$ cat config.mk
export PLATFORM = sky130hd
export DESIGN_NAME = bdec_bridge_control
export DESIGN_NICKNAME = d
export VERILOG_FILES = /design/src/common/bdec_pkg.sv /design/src/hdl/bdec_discard_timer.sv /design/src/hdl/bdec_bridge_control.sv
export SDC_FILE = /design/constraint.sdc
export NUM_CORES = 1
export LEC_CHECK = 0
export BUFFER_PORTS_ARGS = -buffer_cell sky130_fd_sc_hd__buf_2
export CAP_MARGIN = 20
export CORE_MARGIN = 1
export CORE_UTILIZATION = 33
export DETAILED_ROUTE_END_ITERATION = 8
export SYNTH_ARGS = -nofsm -noshare
export SYNTH_HDL_FRONTEND = slang
export SYNTH_SLANG_ARGS = --single-unit
$ cat constraint.sdc
create_clock -name clk -period 3.1 [get_ports clk]
set_input_delay 0.465 -clock clk [delete_from_list [all_inputs] [get_ports clk]]
set_output_delay 0.465 -clock clk [all_outputs]
set_load 0.01 [all_outputs]
$ cat src/common/bdec_pkg.sv
/*
 * constants for the bridge discard-error control block.
 * assumes a configuration access port of 16-bit register granularity.
 */
// Functional notes
// - bits 15:12 of bridge control read zero, writes to them ignored
// - bridge control at offset 3eh, 16 bits, reset to zero
// - report enable acts only in conventional parallel-bus mode
// - enable set and discard happens: send nonfatal or fatal message upstream
// - nonfatal by default; fatal only selectable with advanced error reporting
// - enable clear: message still sent via advanced reporting if mask clear
// - expired flag sets on discard, sticky until software clears it
// - count starts at queue head; 2^15 clocks if select 0, 2^10 if 1
package bdec_pkg;
    localparam logic [7:0]  BRIDGE_CONTROL_OFFSET = 8'h3e;
    localparam logic [15:0] BRIDGE_CONTROL_RESET  = 16'h0000;
    localparam int          REPORT_ENABLE_BIT     = 11;
    localparam int          EXPIRED_FLAG_BIT      = 10;
    localparam int          PERIOD_SELECT_BIT     = 9;
    localparam int          LONG_PERIOD_LOG2      = 15;
    localparam int          SHORT_PERIOD_LOG2     = 10;
    localparam int          COUNT_WIDTH           = 16;
    localparam logic [15:0] WRITABLE_MASK         = 16'h0a00;
    localparam logic [15:0] RESERVED_MASK         = 16'hf000;
endpackage

$ cat src/hdl/bdec_discard_timer.sv
/*
 * secondary discard timer: counts from queue head until repeat or expiry.
 * assumes start and repeat are synchronous pulses/levels on clk.
 */
`timescale 1ns/100ps
module bdec_discard_timer #(
    parameter int COUNT_WIDTH = bdec_pkg::COUNT_WIDTH,
    parameter int LONG_LOG2   = bdec_pkg::LONG_PERIOD_LOG2,
    parameter int SHORT_LOG2  = bdec_pkg::SHORT_PERIOD_LOG2
) (
    input  wire logic clk,
    input  wire logic rst_n,
    input  wire logic period_select,
    input  wire logic head_reached,
    input  wire logic repeat_seen,
    output logic      expired
);
    logic                   run_reg;
    logic                   run_next;
    logic [COUNT_WIDTH-1:0] cnt_reg;
    logic [COUNT_WIDTH-1:0] cnt_next;
    logic [COUNT_WIDTH-1:0] limit;

    // ------------------------------------------------------------
    // counter
    // ------------------------------------------------------------
    always_comb
    begin
        limit    = period_select ? COUNT_WIDTH'((1 << SHORT_LOG2) - 1)
                                 : COUNT_WIDTH'((1 << LONG_LOG2) - 1);
        expired  = run_reg && (cnt_reg == limit) && !repeat_seen;
        run_next = run_reg;
        cnt_next = cnt_reg;
        if (repeat_seen || expired)
        begin
            run_next = 1'b0;
            cnt_next = '0;
        end
        else if (run_reg)
        begin
            cnt_next = cnt_reg + COUNT_WIDTH'(1);
        end
        else if (head_reached)
        begin
            run_next = 1'b1;
            cnt_next = '0;
        end
    end

    always_ff @(posedge clk or negedge rst_n)
    begin
        if (!rst_n)
        begin
            run_reg <= 1'b0;
            cnt_reg <= '0;
        end
        else
        begin
            run_reg <= run_next;
            cnt_reg <= cnt_next;
        end
    end
endmodule // bdec_discard_timer

$ cat src/hdl/bdec_bridge_control.sv
/*
 * bridge control register discard-error fields plus upstream error request.
 * assumes configuration accesses and events are synchronous to clk.
 */
`timescale 1ns/100ps
module bdec_bridge_control #(
    parameter bit AER_SUPPORTED = 1'b1
) (
    input  wire logic        clk,
    input  wire logic        rst_n,
    input  wire logic        cfg_wr,
    input  wire logic        cfg_rd,
    input  wire logic [7:0]  cfg_addr,
    input  wire logic [15:0] cfg_wdata,
    input  wire logic [1:0]  cfg_be,
    output logic      [15:0] cfg_rdata,
    input  wire logic        conventional_mode,
    input  wire logic        aer_fatal_severity,
    input  wire logic        aer_discard_mask,
    input  wire logic        completion_at_head,
    input  wire logic        master_repeated,
    output logic             discard_pulse,
    output logic             err_msg_valid,
    output logic             err_msg_fatal
);

    // ------------------------------------------------------------
    // local signals
    // ------------------------------------------------------------
    logic [15:0] ctrl_reg;
    logic [15:0] ctrl_next;
    logic        flag_reg;
    logic        flag_next;
    logic [15:0] reg_view;
    logic [15:0] rdata_reg;
    logic [15:0] rdata_next;
    logic        msg_v_reg;
    logic        msg_v_next;
    logic        msg_f_reg;
    logic        msg_f_next;
    logic        expired;
    logic        hit;
    logic        wr_hit;
    logic        rd_hit;
    logic [15:0] wmask;
    logic [15:0] wr_bits;
    logic        flag_clear;
    logic        report;
    logic        discard_error_report_enable;
    logic        secondary_discard_period_select;

    // ------------------------------------------------------------
    // field decode
    // ------------------------------------------------------------
    assign discard_error_report_enable     = ctrl_reg[bdec_pkg::REPORT_ENABLE_BIT];
    assign secondary_discard_period_select = ctrl_reg[bdec_pkg::PERIOD_SELECT_BIT];

    // ------------------------------------------------------------
    // discard timer
    // ------------------------------------------------------------
    bdec_discard_timer u_timer (
        .clk           (clk),
        .rst_n         (rst_n),
        .period_select (secondary_discard_period_select),
        .head_reached  (completion_at_head),
        .repeat_seen   (master_repeated),
        .expired       (expired)
    );

    // ------------------------------------------------------------
    // address decode
    // ------------------------------------------------------------
    always_comb
    begin
        hit        = (cfg_addr == bdec_pkg::BRIDGE_CONTROL_OFFSET);
        wr_hit     = cfg_wr && hit;
        rd_hit     = cfg_rd && hit;
        wmask      = {{8{cfg_be[1]}}, {8{cfg_be[0]}}};
        wr_bits    = wmask & bdec_pkg::WRITABLE_MASK;
        flag_clear = wr_hit && cfg_be[1] && cfg_wdata[bdec_pkg::EXPIRED_FLAG_BIT];
    end

    // ------------------------------------------------------------
    // writable control bits
    // ------------------------------------------------------------
    always_comb
    begin
        ctrl_next = ctrl_reg;
        if (wr_hit)
        begin
            // only enable and select are writable; top nibble stays zero
            ctrl_next = (ctrl_reg & ~wr_bits) | (cfg_wdata & wr_bits);
        end
    end

    always_ff @(posedge clk or negedge rst_n)
    begin
        if (!rst_n)
        begin
            ctrl_reg <= bdec_pkg::BRIDGE_CONTROL_RESET;
        end
        else
        begin
            ctrl_reg <= ctrl_next;
        end
    end

    // ------------------------------------------------------------
    // sticky expired flag
    // ------------------------------------------------------------
    always_comb
    begin
        flag_next = flag_reg;
        if (flag_clear)
        begin
            // write one to clear
            flag_next = 1'b0;
        end
        if (expired)
        begin
            // set wins over a clear in the same cycle
            flag_next = 1'b1;
        end
    end

    always_ff @(posedge clk or negedge rst_n)
    begin
        if (!rst_n)
        begin
            flag_reg <= bdec_pkg::BRIDGE_CONTROL_RESET[bdec_pkg::EXPIRED_FLAG_BIT];
        end
        else
        begin
            flag_reg <= flag_next;
        end
    end

    // ------------------------------------------------------------
    // register view and read data
    // ------------------------------------------------------------
    always_comb
    begin
        reg_view = ctrl_reg;
        reg_view[bdec_pkg::EXPIRED_FLAG_BIT] = flag_reg;
    end

    always_comb
    begin
        rdata_next = rdata_reg;
        if (cfg_rd)
        begin
            rdata_next = '0;
            if (rd_hit)
            begin
                rdata_next = reg_view & ~bdec_pkg::RESERVED_MASK;
            end
        end
    end

    always_ff @(posedge clk or negedge rst_n)
    begin
        if (!rst_n)
        begin
            rdata_reg <= '0;
        end
        else
        begin
            rdata_reg <= rdata_next;
        end
    end

    // ------------------------------------------------------------
    // upstream message request
    // ------------------------------------------------------------
    always_comb
    begin
        report     = (conventional_mode && discard_error_report_enable)
                   || (AER_SUPPORTED && !aer_discard_mask);
        msg_v_next = expired && report;
    end

    always_ff @(posedge clk or negedge rst_n)
    begin
        if (!rst_n)
        begin
            msg_v_reg <= 1'b0;
        end
        else
        begin
            msg_v_reg <= msg_v_next;
        end
    end

    // ------------------------------------------------------------
    // message severity
    // ------------------------------------------------------------
    always_comb
    begin
        // fatal only when the advanced reporting path exists
        msg_f_next = msg_v_next && AER_SUPPORTED && aer_fatal_severity;
    end

    always_ff @(posedge clk or negedge rst_n)
    begin
        if (!rst_n)
        begin
            msg_f_reg <= 1'b0;
        end
        else
        begin
            msg_f_reg <= msg_f_next;
        end
    end

    // ------------------------------------------------------------
    // outputs
    // ------------------------------------------------------------
    assign cfg_rdata     = rdata_reg;
    assign discard_pulse = expired;
    assign err_msg_valid = msg_v_reg;
    assign err_msg_fatal = msg_f_reg;
endmodule // bdec_bridge_control

==> results.md, run 1 <==
Critical path:
- The worst setup path category is reg2out.
- The capture instance of the worst register-to-register path is u_timer.cnt_reg[7].
- The startpoint type of the worst setup path is a flop.
- The largest stage delay on the critical path is between 0.5 and 0.6 ns.
- The family with the most delay on the worst path is simple AND/OR/NAND/NOR gates.
- The startpoint of the most critical register-to-register path is u_timer.cnt_reg[11].
- The largest fanout on the critical path is 5.
- For flop-to-flop paths, the worst setup slack is around 0.89 ns.
- Together, buffers and inverters on the worst path number 1.
- The signal on the critical path passes through or4_4 -> nor4b_4 -> nor2_1 -> nor2_1 -> buf_2.
- The arrival time of the worst setup path is approximately 2.1 ns.
- The sort of element at the end of the critical path is an output port.
- The most numerous cell type found on the critical path is sky130_fd_sc_hd__nor2_1.
- The number of cell instances on the worst register-to-register path is 5.
- Data on the critical path is required at its endpoint by between 2 and 3 ns.
- Among all stages on the critical path, the largest delay is contributed by sky130_fd_sc_hd__or4_4.

Drt:
- The via count normalized by instance count is 5.04.
- The number of optimization iterations in the first detailed-route pass is 4.
- The routed wire length is roughly 2.9 mm.
- The residual antenna-violating net count after detailed routing is 0.
- In the final routed layout, each cell accounts on average for 12.5 um.
- The first routing iteration left 87 violations.
- For this block, the via count after detailed routing is 1185.
- The remaining design rule violation count is 0.

Synth:
- The cell type with the largest total area after synthesis is sky130_fd_sc_hd__dfrtp_1.
- The number of synthesized register bits is 25.
- The commonest cells after synthesis are 25 x sky130_fd_sc_hd__dfrtp_1, 19 x sky130_fd_sc_hd__nand2_1, 14 x sky130_fd_sc_hd__nand3_1.
- The fraction of registers with async set/reset is 100%.
- Yosys mapped a number of flops with a built-in enable equal to 0.
- The post-synthesis instance area is about 1400 sq um.
- Synthesis produced a netlist whose cell count is around 160.
- The cell with the most instances after synthesis is sky130_fd_sc_hd__dfrtp_1.
- Sequential elements use 43.3% of the synthesized area.
- In the post-synthesis netlist, the biggest area contributors are sky130_fd_sc_hd__dfrtp_1 43%, sky130_fd_sc_hd__buf_4 6.8%, sky130_fd_sc_hd__nand2_1 4.9%.
- The average cell area after synthesis is around 8.9 sq um.
- The area fraction of the dominant cell type after synthesis is between 40 and 50%.
- The number of warnings issued by yosys is 0.
- The most used flip-flop cell after synthesis is sky130_fd_sc_hd__dfrtp_1.
- The number of distinct library cells after synthesis is 38.

Job:
- The tool flagged a number of max-cap violations equal to 0.

STA:
- The actual transition at the worst max-transition pin is about 0.84 ns.
- The final sum of negative setup slack is 0 ns.
- The maximum clock frequency is slightly below 0.4 GHz.
- The clock arrives with between 0.003 and 0.004 ns of skew.
- The final critical path time including I/O delays and setup is around 2.5 ns.
- Setup repair after global routing left no endpoint under its margin.
- The worst hold slack after final layout is between 0.15 and 0.2 ns.
- The setup slack after layout is between 0.5 and 0.6 ns.
- The number of max-slew violations in the final report is 0.
- The total count of hold-check failures in the final report is 0.
- Dividing the final minimum period by the clock period gives approximately four fifths.
- The relative max-transition margin is a little over two fifths.
- Setup violations remaining at the end of the flow were counted as 0.

Cells and area:
- The register with the most flip-flops in the layout has 16 of them.
- In the final design database the tool counted roughly 220 nets.
- The relative area change from synthesis to final layout is 11.3%.
- The post-route non-filler standard cell count is between 200 and 250.
- Counting the fill cells in the layout gives about 440.
- For this run, the share of the core covered by cells in the final layout is around two fifths.
- The cell area after layout is between 1500 and 2000 sq um.
- 0 antenna diodes ended up in the layout.
- Cells with a size suffix above 1 make up about a fifth of the layout.

CTS:
- The count of cells resized by post-cts repair is 0.
- The clock transition at the registers of the reported paths is ~0.09 ns.
- The number of sinks handled by clock tree synthesis is 25.
- Clock latency on the worst-skew pair, taken at its later pin, is between 0.2 and 0.3 ns.
- The count of hold-fix buffers inserted at cts is 0.
- The number of buffers on the longest clock path is 2.
- The clock root buffer is sky130_fd_sc_hd__clkbuf_8.
- TritonCTS built the clock tree.
- Counting the buffers created by CTS gives 3.
- In this run the number of H-tree levels came out at 1.
- The post-CTS setup buffer count is 0.

GRT:
- Entering global routing, the biggest net connects 26 pins.
- The via count of the first global-routing pass is 1137.
- The aggregate global routing overflow is 0.
- The first global-routing pass estimated slightly above 5 mm of wire.
- The total global-route track usage is 14.2%.
- The number of antenna violations at the first check in global routing was 0.

Die:
- After floorplanning, the core was sized to cover roughly 4000 sq um.
- The height of the die is between 60 and 70 um.
- The row count is 23.
- The number of ports placed on the die boundary is 54.
- From left edge to right edge, the die measures about 68 um.
- The die covers ~4600 sq um.
- Once the floorplan was initialized, standard cells occupied between 30% and 40% of the core.

Placed design:
- Counting tap cells, the placed design contains a total of between 200 and 250 instances.
- After detailed placement, the total cell area comes to approximately 1600 sq um.
- The global placement routability congestion is ~0.77.
- Once detailed placement completed, the half-perimeter wirelength came to between 2 and 2.5 mm.
- During placement, the flow inserted port buffers numbering 26.
- The post-place setup slack is 0.873 ns.

Pwr:
- The worst IR drop on VDD is 0.151 mV.
- The switching fraction of total power is between 20% and 30%.
- Per report_power, the combinational group accounts for under 10% of the total.
- In this run the power spent charging and discharging nets is between 100 and 150 uW.
- The clock network fraction of total power is 33.6%.
- Of the total power, registers draw between 50 and 60%.
- The standby leakage power is 0.751 nW.
- The internal portion of the total power is 437 uW.
- After layout, the design draws a total of 581 uW.
- Power spread over the standard cell area amounts to between 300 and 400 nW/um^2.

Outcome:
- The flow ran to the end, and the final reports show no timing, DRC or antenna violations.

Min path:
- The path class of the tightest hold or removal check is in2async.
[layer usage]
metal  up-vias  wire, um  global-route usage [%]
met4         0        27                    5.47
li1        605         -                       -
met1       554      1490                    18.7
met2        24      1340                    23.3
met5         -         0                       0
met3         2        74                    2.00
[power by group through the flow]
stage / clock network, mW / logic (mW) / registers (mW)
after floorplan: 0 / 0.0420 / 0.338
after global placement: 0 / 0.0499 / 0.342
after detailed placement: 0 / 0.0504 / 0.342
after CTS: 0.205 / 0.0506 / 0.336
after global routing: 0.219 / 0.0570 / 0.337
final: 0.195 / 0.0499 / 0.336
[cell families (layout without fill, tap and decap cells)]
family / Yosys count / in the layout / synth area share (%)
AND/OR/NAND/NOR: 74 / 74 / 27.6
AO/OA/AOI/OAI: 30 / 30 / 14.3
buffers and inverters: 28 / 38 / 10.7
flip-flops: 25 / 25 / 43.3
multiplexers: 4 / 4 / 2.95
adder cells (fa/ha/maj): 1 / 1 / 0.866
other: 1 / 13 / 0.260
[placed cells by master, fill, tap and decap left out, types with 2 or more instances in the layout]
master,count
sky130_fd_sc_hd__a41oi_1,2
sky130_fd_sc_hd__nor2_1,12
sky130_fd_sc_hd__conb_1,13
sky130_fd_sc_hd__or3_1,2
sky130_fd_sc_hd__a31oi_1,4
sky130_fd_sc_hd__mux2i_1,2
sky130_fd_sc_hd__and2_1,3
sky130_fd_sc_hd__and3_1,6
sky130_fd_sc_hd__a311oi_1,3
sky130_fd_sc_hd__o21ai_0,12
sky130_fd_sc_hd__inv_1,7
sky130_fd_sc_hd__nand2b_1,2
sky130_fd_sc_hd__o311ai_0,2
sky130_fd_sc_hd__nand2_1,19
sky130_fd_sc_hd__mux2_2,2
sky130_fd_sc_hd__clkbuf_8,3
sky130_fd_sc_hd__dfrtp_1,25
sky130_fd_sc_hd__nand3_1,14
sky130_fd_sc_hd__nor3_1,3
sky130_fd_sc_hd__nand4_1,5
sky130_fd_sc_hd__buf_2,26
[worst max-delay path by stage]
stage	from	end	slack, ns	cells after the start
floorplan	u_timer.cnt_reg[11]	discard_pulse	1.07	4
global placement	u_timer.cnt_reg[11]	discard_pulse	0.89	5
detailed placement	u_timer.cnt_reg[11]	discard_pulse	0.87	5
CTS	u_timer.cnt_reg[11]	discard_pulse	0.56	5
global route	u_timer.cnt_reg[11]	discard_pulse	0.44	5
finish	u_timer.cnt_reg[11]	discard_pulse	0.57	5
[layout make-up]
type	instances	area (sq um)	area share (%)
clock inverters	1	5.00	0.312
multi-input cells	122	708	44.1
flip-flops and latches	25	626	38.9
inverters	7	26.3	1.64
repair buffers	27	138	8.57
clock buffers	3	41.3	2.57
well taps	50	62.6	3.89
Power figures use the tool's default switching activity.
==> run 2: changes to the inputs <==
==> constraint.sdc (replaced) <==
create_clock -name clk -period 2.65 [get_ports clk]
set_input_delay 0.3975 -clock clk [delete_from_list [all_inputs] [get_ports clk]]
set_output_delay 0.3975 -clock clk [all_outputs]
set_load 0.01 [all_outputs]
==> run 2 against run 1 <==
  * Flip-flop and latch count is the same
  * Largest cell class unchanged
  * Routed wire length shrank 1.2%
  * Sequential share of layout area shrank 0.18 points
  * First-iteration DRC count shrank 4.6%
  * Clock-buffer cell count is the same
  * Highest routed layer unchanged
==> results.md, run 2 (synthesis results as in run 1) <==
Outcome:
- The flow ran to the end, and the final reports show no timing, DRC or antenna violations.

STA:
- The final sum of negative setup slack is 0 ns.
- Subtracting the final worst setup slack from the clock period gives ~2.4 ns.
- Setup violations remaining at the end of the flow were counted as 0.
- The maximum clock frequency is 0.409 GHz.
- The total count of hold-check failures in the final report is 0.
- Headroom to the max-slew limit came out at about three fifths.
- Setup repair after global routing left no endpoint under its margin.
- The clock arrives with around 0.0053 ns of skew.
- The number of max-slew violations in the final report is 0.
- The actual transition at the worst max-transition pin is 0.577 ns.
- After layout, the worst path uses 92.3% of the clock period.

GRT:
- Entering global routing, the biggest net connects 26 pins.
- Global routing consumed, over all layers together, ~14% of the routing resources.
- The number of antenna violations at the first check in global routing came to 0.
- The via count of the first global-routing pass is 1154.
- In the global route stage, met2 resource usage came out at a little under a quarter.
- The most utilized layer in the global route result is met2.
- The aggregate global routing overflow is 0.
- The global routing met1 resource utilization is a little under a fifth.
- The wire length of the first global-routing pass is between 5 and 6 mm.
- Global routing consumed, on the met3 layer, ~1.0% of the routing resources.

Die:
- The initial utilization of the core area, before any placement, comes to ~35%.
- After floorplanning, the core was sized to cover 4090 sq um.
- The floorplan step set the die width to slightly below 70 um.
- The die covers roughly 4600 sq um.
- From bottom edge to top edge, the die measures 68.1 um.
- During I/O placement, the number of pins put on the boundary was 54.
- The row count is 23.

CTS:
- Buffers added to address setup during post-CTS repair amount to 0.
- For this design, the sink count on the clock tree is 25.
- The later-pin clock latency in the skew report is between 0.2 and 0.3 ns.
- The number of buffers on the longest clock path is 2.
- The clock tree from TritonCTS is done.
- Post-CTS repair changed the size of 0 cells.
- The number of buffers added by the clock tree synthesis step is 3.
- The clock transition at the registers of the reported paths is ~0.08 ns.
- The cell sitting at the root of the clock tree is a sky130_fd_sc_hd__clkbuf_8.
- The number of H-tree levels is 1.
- The number of hold buffers added after CTS was 0.

Cells and area:
- The share of post-route cells with drive strength above 1 is approximately a fifth.
- The repair_antennas step left the layout with diodes totalling 0.
- The number of flip-flops in the largest register is 16.
- Measured on the finished design, the core utilization comes to between 30 and 40%.
- The relative area change from synthesis to final layout is 11.8%.
- The commonest non-fill, non-tap cell in the layout is sky130_fd_sc_hd__buf_2.
- The library cells used most frequently in the layout, excluding fill and tap cells, are 26 x sky130_fd_sc_hd__buf_2, 25 x sky130_fd_sc_hd__dfrtp_1, 19 x sky130_fd_sc_hd__nand2_1.
- The final layout contains roughly 220 nets.

Critical path:
- The sum of buffers and inverters on the critical path is 1.
- The most numerous cell type found on the critical path is sky130_fd_sc_hd__nor2_1.
- The setup slack of the most critical reg-to-reg path is between 0.4 and 0.5 ns.
- The number of cells on the worst reg-to-reg path is 5.
- The worst register-to-register path begins at u_timer.cnt_reg[11].
- The endpoint identified for the worst register-to-register timing path is u_timer.cnt_reg[7].
- STA classifies the critical path startpoint as a flop.
- The family with the most delay on the worst path is simple AND/OR/NAND/NOR gates.
- Walking the worst path, the cells encountered are or4_4 -> nor4b_4 -> nor2_1 -> nor2_1 -> buf_2.
- The cell type of the slowest stage on the worst timing path is sky130_fd_sc_hd__or4_4.
- The arrival time of the worst setup path is 2.05 ns.
- The required time of the critical path is approximately 2.3 ns.
- The critical path is of the reg2out type.
- In this design, the stage delay of the slowest critical-path cell is 0.56 ns.
- STA classifies the critical path endpoint as an output port.
- Along the worst path, the maximum fanout reaches 5.

Min path:
- The tightest min-delay check is of the in2async type.

Placed design:
- The number of port buffers is 26.
- The global placement routability congestion is 0.770.
- The detailed placer's ending HPWL is roughly 2.2 mm.

Job:
- The number of max-capacitance violations reported is 0.

Pwr:
- Across the VDD grid, the largest voltage drop is roughly 0.18 mV.
- Dividing total power by cell area gives a power density of about 420 nW/um^2.
- Summed over all cells, the static leakage comes to between 0.7 and 0.8 nW.

Drt:
- Dividing the detail-routed via count by the number of cells gives approximately 5.1.
- The routed layout has about 1.2k vias.
- The residual antenna-violating net count after detailed routing is 0.
- The routed wirelength normalized by instance count is ~12 um.
- The number of optimization iterations in the first detailed-route pass is 4.
- The routed wire length is 2.90 mm.
- The number of violations reported at the end of detailed-routing iteration 0 is between 80 and 90.
- After detailed routing, the number of remaining DRC violations is 0.
[run 2: cell types whose count changed in the layout (fill, tap and decap cells not counted), sizes merged]
cell,delta
buf,+1
[run 2: layer usage]
layer	part of all wire, %	vias up
li1	-	608
met1	49	568
met2	48	27
met3	2.5	2
met4	0.93	0
met5	0	-
[run 2: how the worst max path moves through the flow]
stage | startpoint | endpoint | slack (ns) | depth (start not counted)
after global placement | u_timer.cnt_reg[11] | u_timer.cnt_reg[7] | 0.46 | 5
after detailed placement | u_timer.cnt_reg[11] | u_timer.cnt_reg[7] | 0.47 | 5
after global routing | u_timer.cnt_reg[11] | discard_pulse | 0.06 | 5
after floorplan | u_timer.cnt_reg[11] | discard_pulse | 0.69 | 4
final | u_timer.cnt_reg[11] | discard_pulse | 0.20 | 5
after CTS | u_timer.cnt_reg[11] | discard_pulse | 0.19 | 5
[run 2: stage by stage]
step / instance area [sq um] / setup WS (ns) / hold WS, ns / power (mW) / instances
after global routing: 1610 / 0.0602 / 0.169 / 0.713 / 236
after floorplan: 1490 / 0.687 / 0.102 / 0.445 / 175
after global placement: 1570 / 0.465 / 0.431 / 0.460 / 232
after detailed placement: 1570 / 0.475 / 0.434 / 0.461 / 232
final: 1610 / 0.204 / 0.107 / 0.678 / 236
after CTS: 1610 / 0.195 / 0.135 / 0.691 / 236
[run 2: where the power goes]
group          switching, mW  internal (mW)  total (mW)
sequential           0.00714          0.385       0.393
combinational         0.0383         0.0214      0.0597
clock                  0.120          0.105       0.226
total                  0.166          0.512       0.678
[run 2: final cells by class]
| class | count | area, sq um |
|---|---|---|
| clock buffers | 3 | 41.3 |
| clock inverters | 1 | 5.00 |
| fillers | 430 | 2470 |
| inverters | 7 | 26.3 |
| multi-input cells | 122 | 708 |
| flip-flops and latches | 25 | 626 |
| well taps | 50 | 62.6 |
| repair buffers | 28 | 145 |
==> run 3: changes to the inputs <==
--- a/config.mk
+++ b/config.mk
@@ -7,9 +7,11 @@
 export LEC_CHECK = 0
 export BUFFER_PORTS_ARGS = -buffer_cell sky130_fd_sc_hd__buf_2
 export CAP_MARGIN = 20
+export CORE_ASPECT_RATIO = 0.9
 export CORE_MARGIN = 1
-export CORE_UTILIZATION = 33
+export CORE_UTILIZATION = 48
 export DETAILED_ROUTE_END_ITERATION = 8
+export PLACE_DENSITY = 0.78
 export SYNTH_ARGS = -nofsm -noshare
 export SYNTH_HDL_FRONTEND = slang
 export SYNTH_SLANG_ARGS = --single-unit
==> run 3 against run 2 <==
  * Sequential share of layout area up 0.99 points
  * Critical path depth stayed put
  * Clock-buffer cell count is 1 higher
  * Largest power group unchanged
  * Worst setup slack got worse by 0.041 ns
  * Largest cell class unchanged
==> results.md, run 3 (synthesis results as in run 1) <==
CTS:
- The count of hold-fix buffers inserted at cts is 0.
- CTS built an H-tree with a depth of 1.
- CTS placed an instance of sky130_fd_sc_hd__clkbuf_4 at the clock tree root.
- The later-pin clock latency in the skew report is around 0.31 ns.
- Clock tree synthesis inserted a total of 3 buffers.
- After clock tree synthesis, the clock-pin slew on the worst setup and hold paths is ~0.12 ns.
- Once the clock tree was built, the setup fixing pass inserted 0 buffers.
- TritonCTS built the clock tree.
- The number of buffers on the longest clock path is 2.
- CTS saw 25 sinks.
- The count of cells resized by post-cts repair is 0.

Placed design:
- The detailed placer's ending HPWL is ~2.1 mm.
- After detailed placement, the design holds a cell count of about 220.
- Once placement finished, the instance area stood at 1550 sq um.
- Port buffering added 26 buffers.
- The congestion estimate from routability-driven global placement came to slightly above 0.8.

GRT:
- The number of antenna violations at the first check in global routing is 0.
- Entering global routing, the biggest net connects 26 pins.
- The via count of the first global-routing pass was 1176.
- The wire length of the first global-routing pass is around 4.9 mm.
- Global routing finished with a remaining overflow of 0.
- Global routing consumed, over all layers together, approximately a fifth of the routing resources.

Die:
- Pin placement for this block handled 54 I/O pins.
- The area of the die is 3230 sq um.
- The floorplan die width is roughly 60 um.
- The height of the die is around 54 um.
- The core region is 2790 sq um.
- The row count is 18.
- The initial core utilization is just over 50%.

STA:
- After routing, the total negative slack on setup checks comes to 0 ns.
- Setup repair after global routing left no endpoint under its margin.
- The final critical path time including I/O delays and setup is 2.49 ns.
- The actual transition at the worst max-transition pin is roughly 0.84 ns.
- The setup clock skew after layout is approximately 0.0027 ns.
- The tightest hold path in the finished design has a slack of 0.0489 ns.
- Setup violations remaining at the end of the flow were counted as 0.
- The number of max-slew violations in the final report is 0.
- The portion of the clock cycle consumed by the worst path in the final layout is 93.8%.
- The maximum clock frequency is ~0.40 GHz.
- The total count of hold-check failures in the final report is 0.
- The relative max-transition margin is approximately 44%.

Critical path:
- Measured in cells, the most critical reg-to-reg path has a length of 5.
- The startpoint of the most critical register-to-register path is u_timer.cnt_reg[11].
- Walking the worst path, the cells encountered are or4_4 -> nor4b_4 -> nor2_1 -> nor2_1 -> buf_2.
- The startpoint type of the worst setup path is a flop.
- The capture instance of the worst register-to-register path is u_timer.cnt_reg[7].
- The sort of element at the end of the critical path is an output port.
- On the worst path, the slowest cell contributes a delay of 0.56 ns.
- The setup slack of the most critical reg-to-reg path is about 0.44 ns.
- Data arrives at the worst endpoint at around 2.1 ns.
- In this run the worst path has a maximum fanout of 5.
- The worst setup path category is reg2out.
- On the critical path, the stage with the largest delay is an instance of sky130_fd_sc_hd__or4_4.
- At the worst endpoint, the required time is 2.25 ns.
- Counting stages on the worst path, the most repeated cell is sky130_fd_sc_hd__nor2_1.

Cells and area:
- After the last flow step, the layout net total stands at roughly 220.
- The post-route netlist has a little under a fifth of its cells at a drive strength greater than 1.
- The layout filler cell count is roughly 260.
- For this run, the share of the core covered by cells in the final layout is around 56%.
- 0 antenna diodes ended up in the layout.
- The number of flip-flops in the largest register is 16.
- After the flow finishes, the layout carries non-filler instances totaling 225.
- In the layout the commonest cells are 26 x sky130_fd_sc_hd__buf_2, 25 x sky130_fd_sc_hd__dfrtp_1, 19 x sky130_fd_sc_hd__nand2_1.
- The cell area after layout is 1570 sq um.
- Leaving out fill and tap cells, the most frequent cell in the layout is sky130_fd_sc_hd__buf_2.
- The relative area change from synthesis to final layout is 9.01%.

Drt:
- Once detail routing completed, the nets flagged for antenna violations numbered 0.
- The detailed router placed ~1.3k vias in this run.
- After detailed routing, the average wire length per cell comes to approximately 13 um.
- The detailed router finished its first iteration with just over 60 violations.
- The routed wire length is 2.84 mm.
- The number of optimization iterations in the first detailed-route pass is 4.
- The remaining design rule violation count is 0.
- After detailed routing, the number of vias per cell comes to about 5.6.

Pwr:
- The standby leakage power is between 0.7 and 0.8 nW.
- The worst IR drop on VDD is approximately 0.16 mV.
- For this design the ratio of total power to cell area is between 300 and 400 nW/um^2.

Min path:
- The worst hold path belongs to the class in2async.

Outcome:
- The run finished with clean final reports.

Job:
- Across the run, the number of max-cap violations was 0.
[run 3: worst max path at each step]
stage                              from                 end  slack (ns)  cells after the start
finish              u_timer.cnt_reg[11]       discard_pulse        0.16                      5
global route        u_timer.cnt_reg[11]       discard_pulse      0.0001                      5
CTS                 u_timer.cnt_reg[11]       discard_pulse        0.16                      5
detailed placement  u_timer.cnt_reg[11]  u_timer.cnt_reg[7]        0.46                      5
global placement    u_timer.cnt_reg[11]  u_timer.cnt_reg[7]        0.50                      5
floorplan           u_timer.cnt_reg[11]       discard_pulse        0.69                      4
[run 3: layout make-up]
| class | count | area, sq um | area share, % |
|---|---|---|---|
| multi-input combinational | 122 | 708 | 45.0 |
| inverter | 7 | 26.3 | 1.67 |
| timing repair buffer | 27 | 138 | 8.74 |
| tap | 40 | 50.0 | 3.18 |
| sequential | 25 | 626 | 39.7 |
| clock buffer | 4 | 26.3 | 1.67 |
[run 3: power breakdown]
| group | internal [mW] | switching [mW] | leakage (nW) |
|---|---|---|---|
| logic | 0.0205 | 0.0378 | 0.379 |
| clock network | 0.0587 | 0.104 | 0.0150 |
| registers | 0.386 | 0.00770 | 0.346 |
[run 3: critical path: cells and delay by family (launching register included)]
| kind | cells | cell delay, ns |
|---|---|---|
| buffers and inverters | 1 | 0.18 |
| AND/OR/NAND/NOR | 4 | 1.17 |
| flip-flops | 1 | 0.44 |
[run 3: through the flow]
stage / setup slack [ns] / power (mW)
final: 0.163 / 0.614
after detailed placement: 0.462 / 0.459
after global routing: 0.000147 / 0.644
after global placement: 0.504 / 0.456
after floorplan: 0.687 / 0.445
after CTS: 0.156 / 0.620
[run 3: per-layer routing]
metal	vias to the layer above	track usage, %	wire (um)
met5	-	0	0
met4	0	8.14	15
met3	2	3.37	145
met2	48	35.6	1420
met1	598	23.9	1270
li1	604	-	-
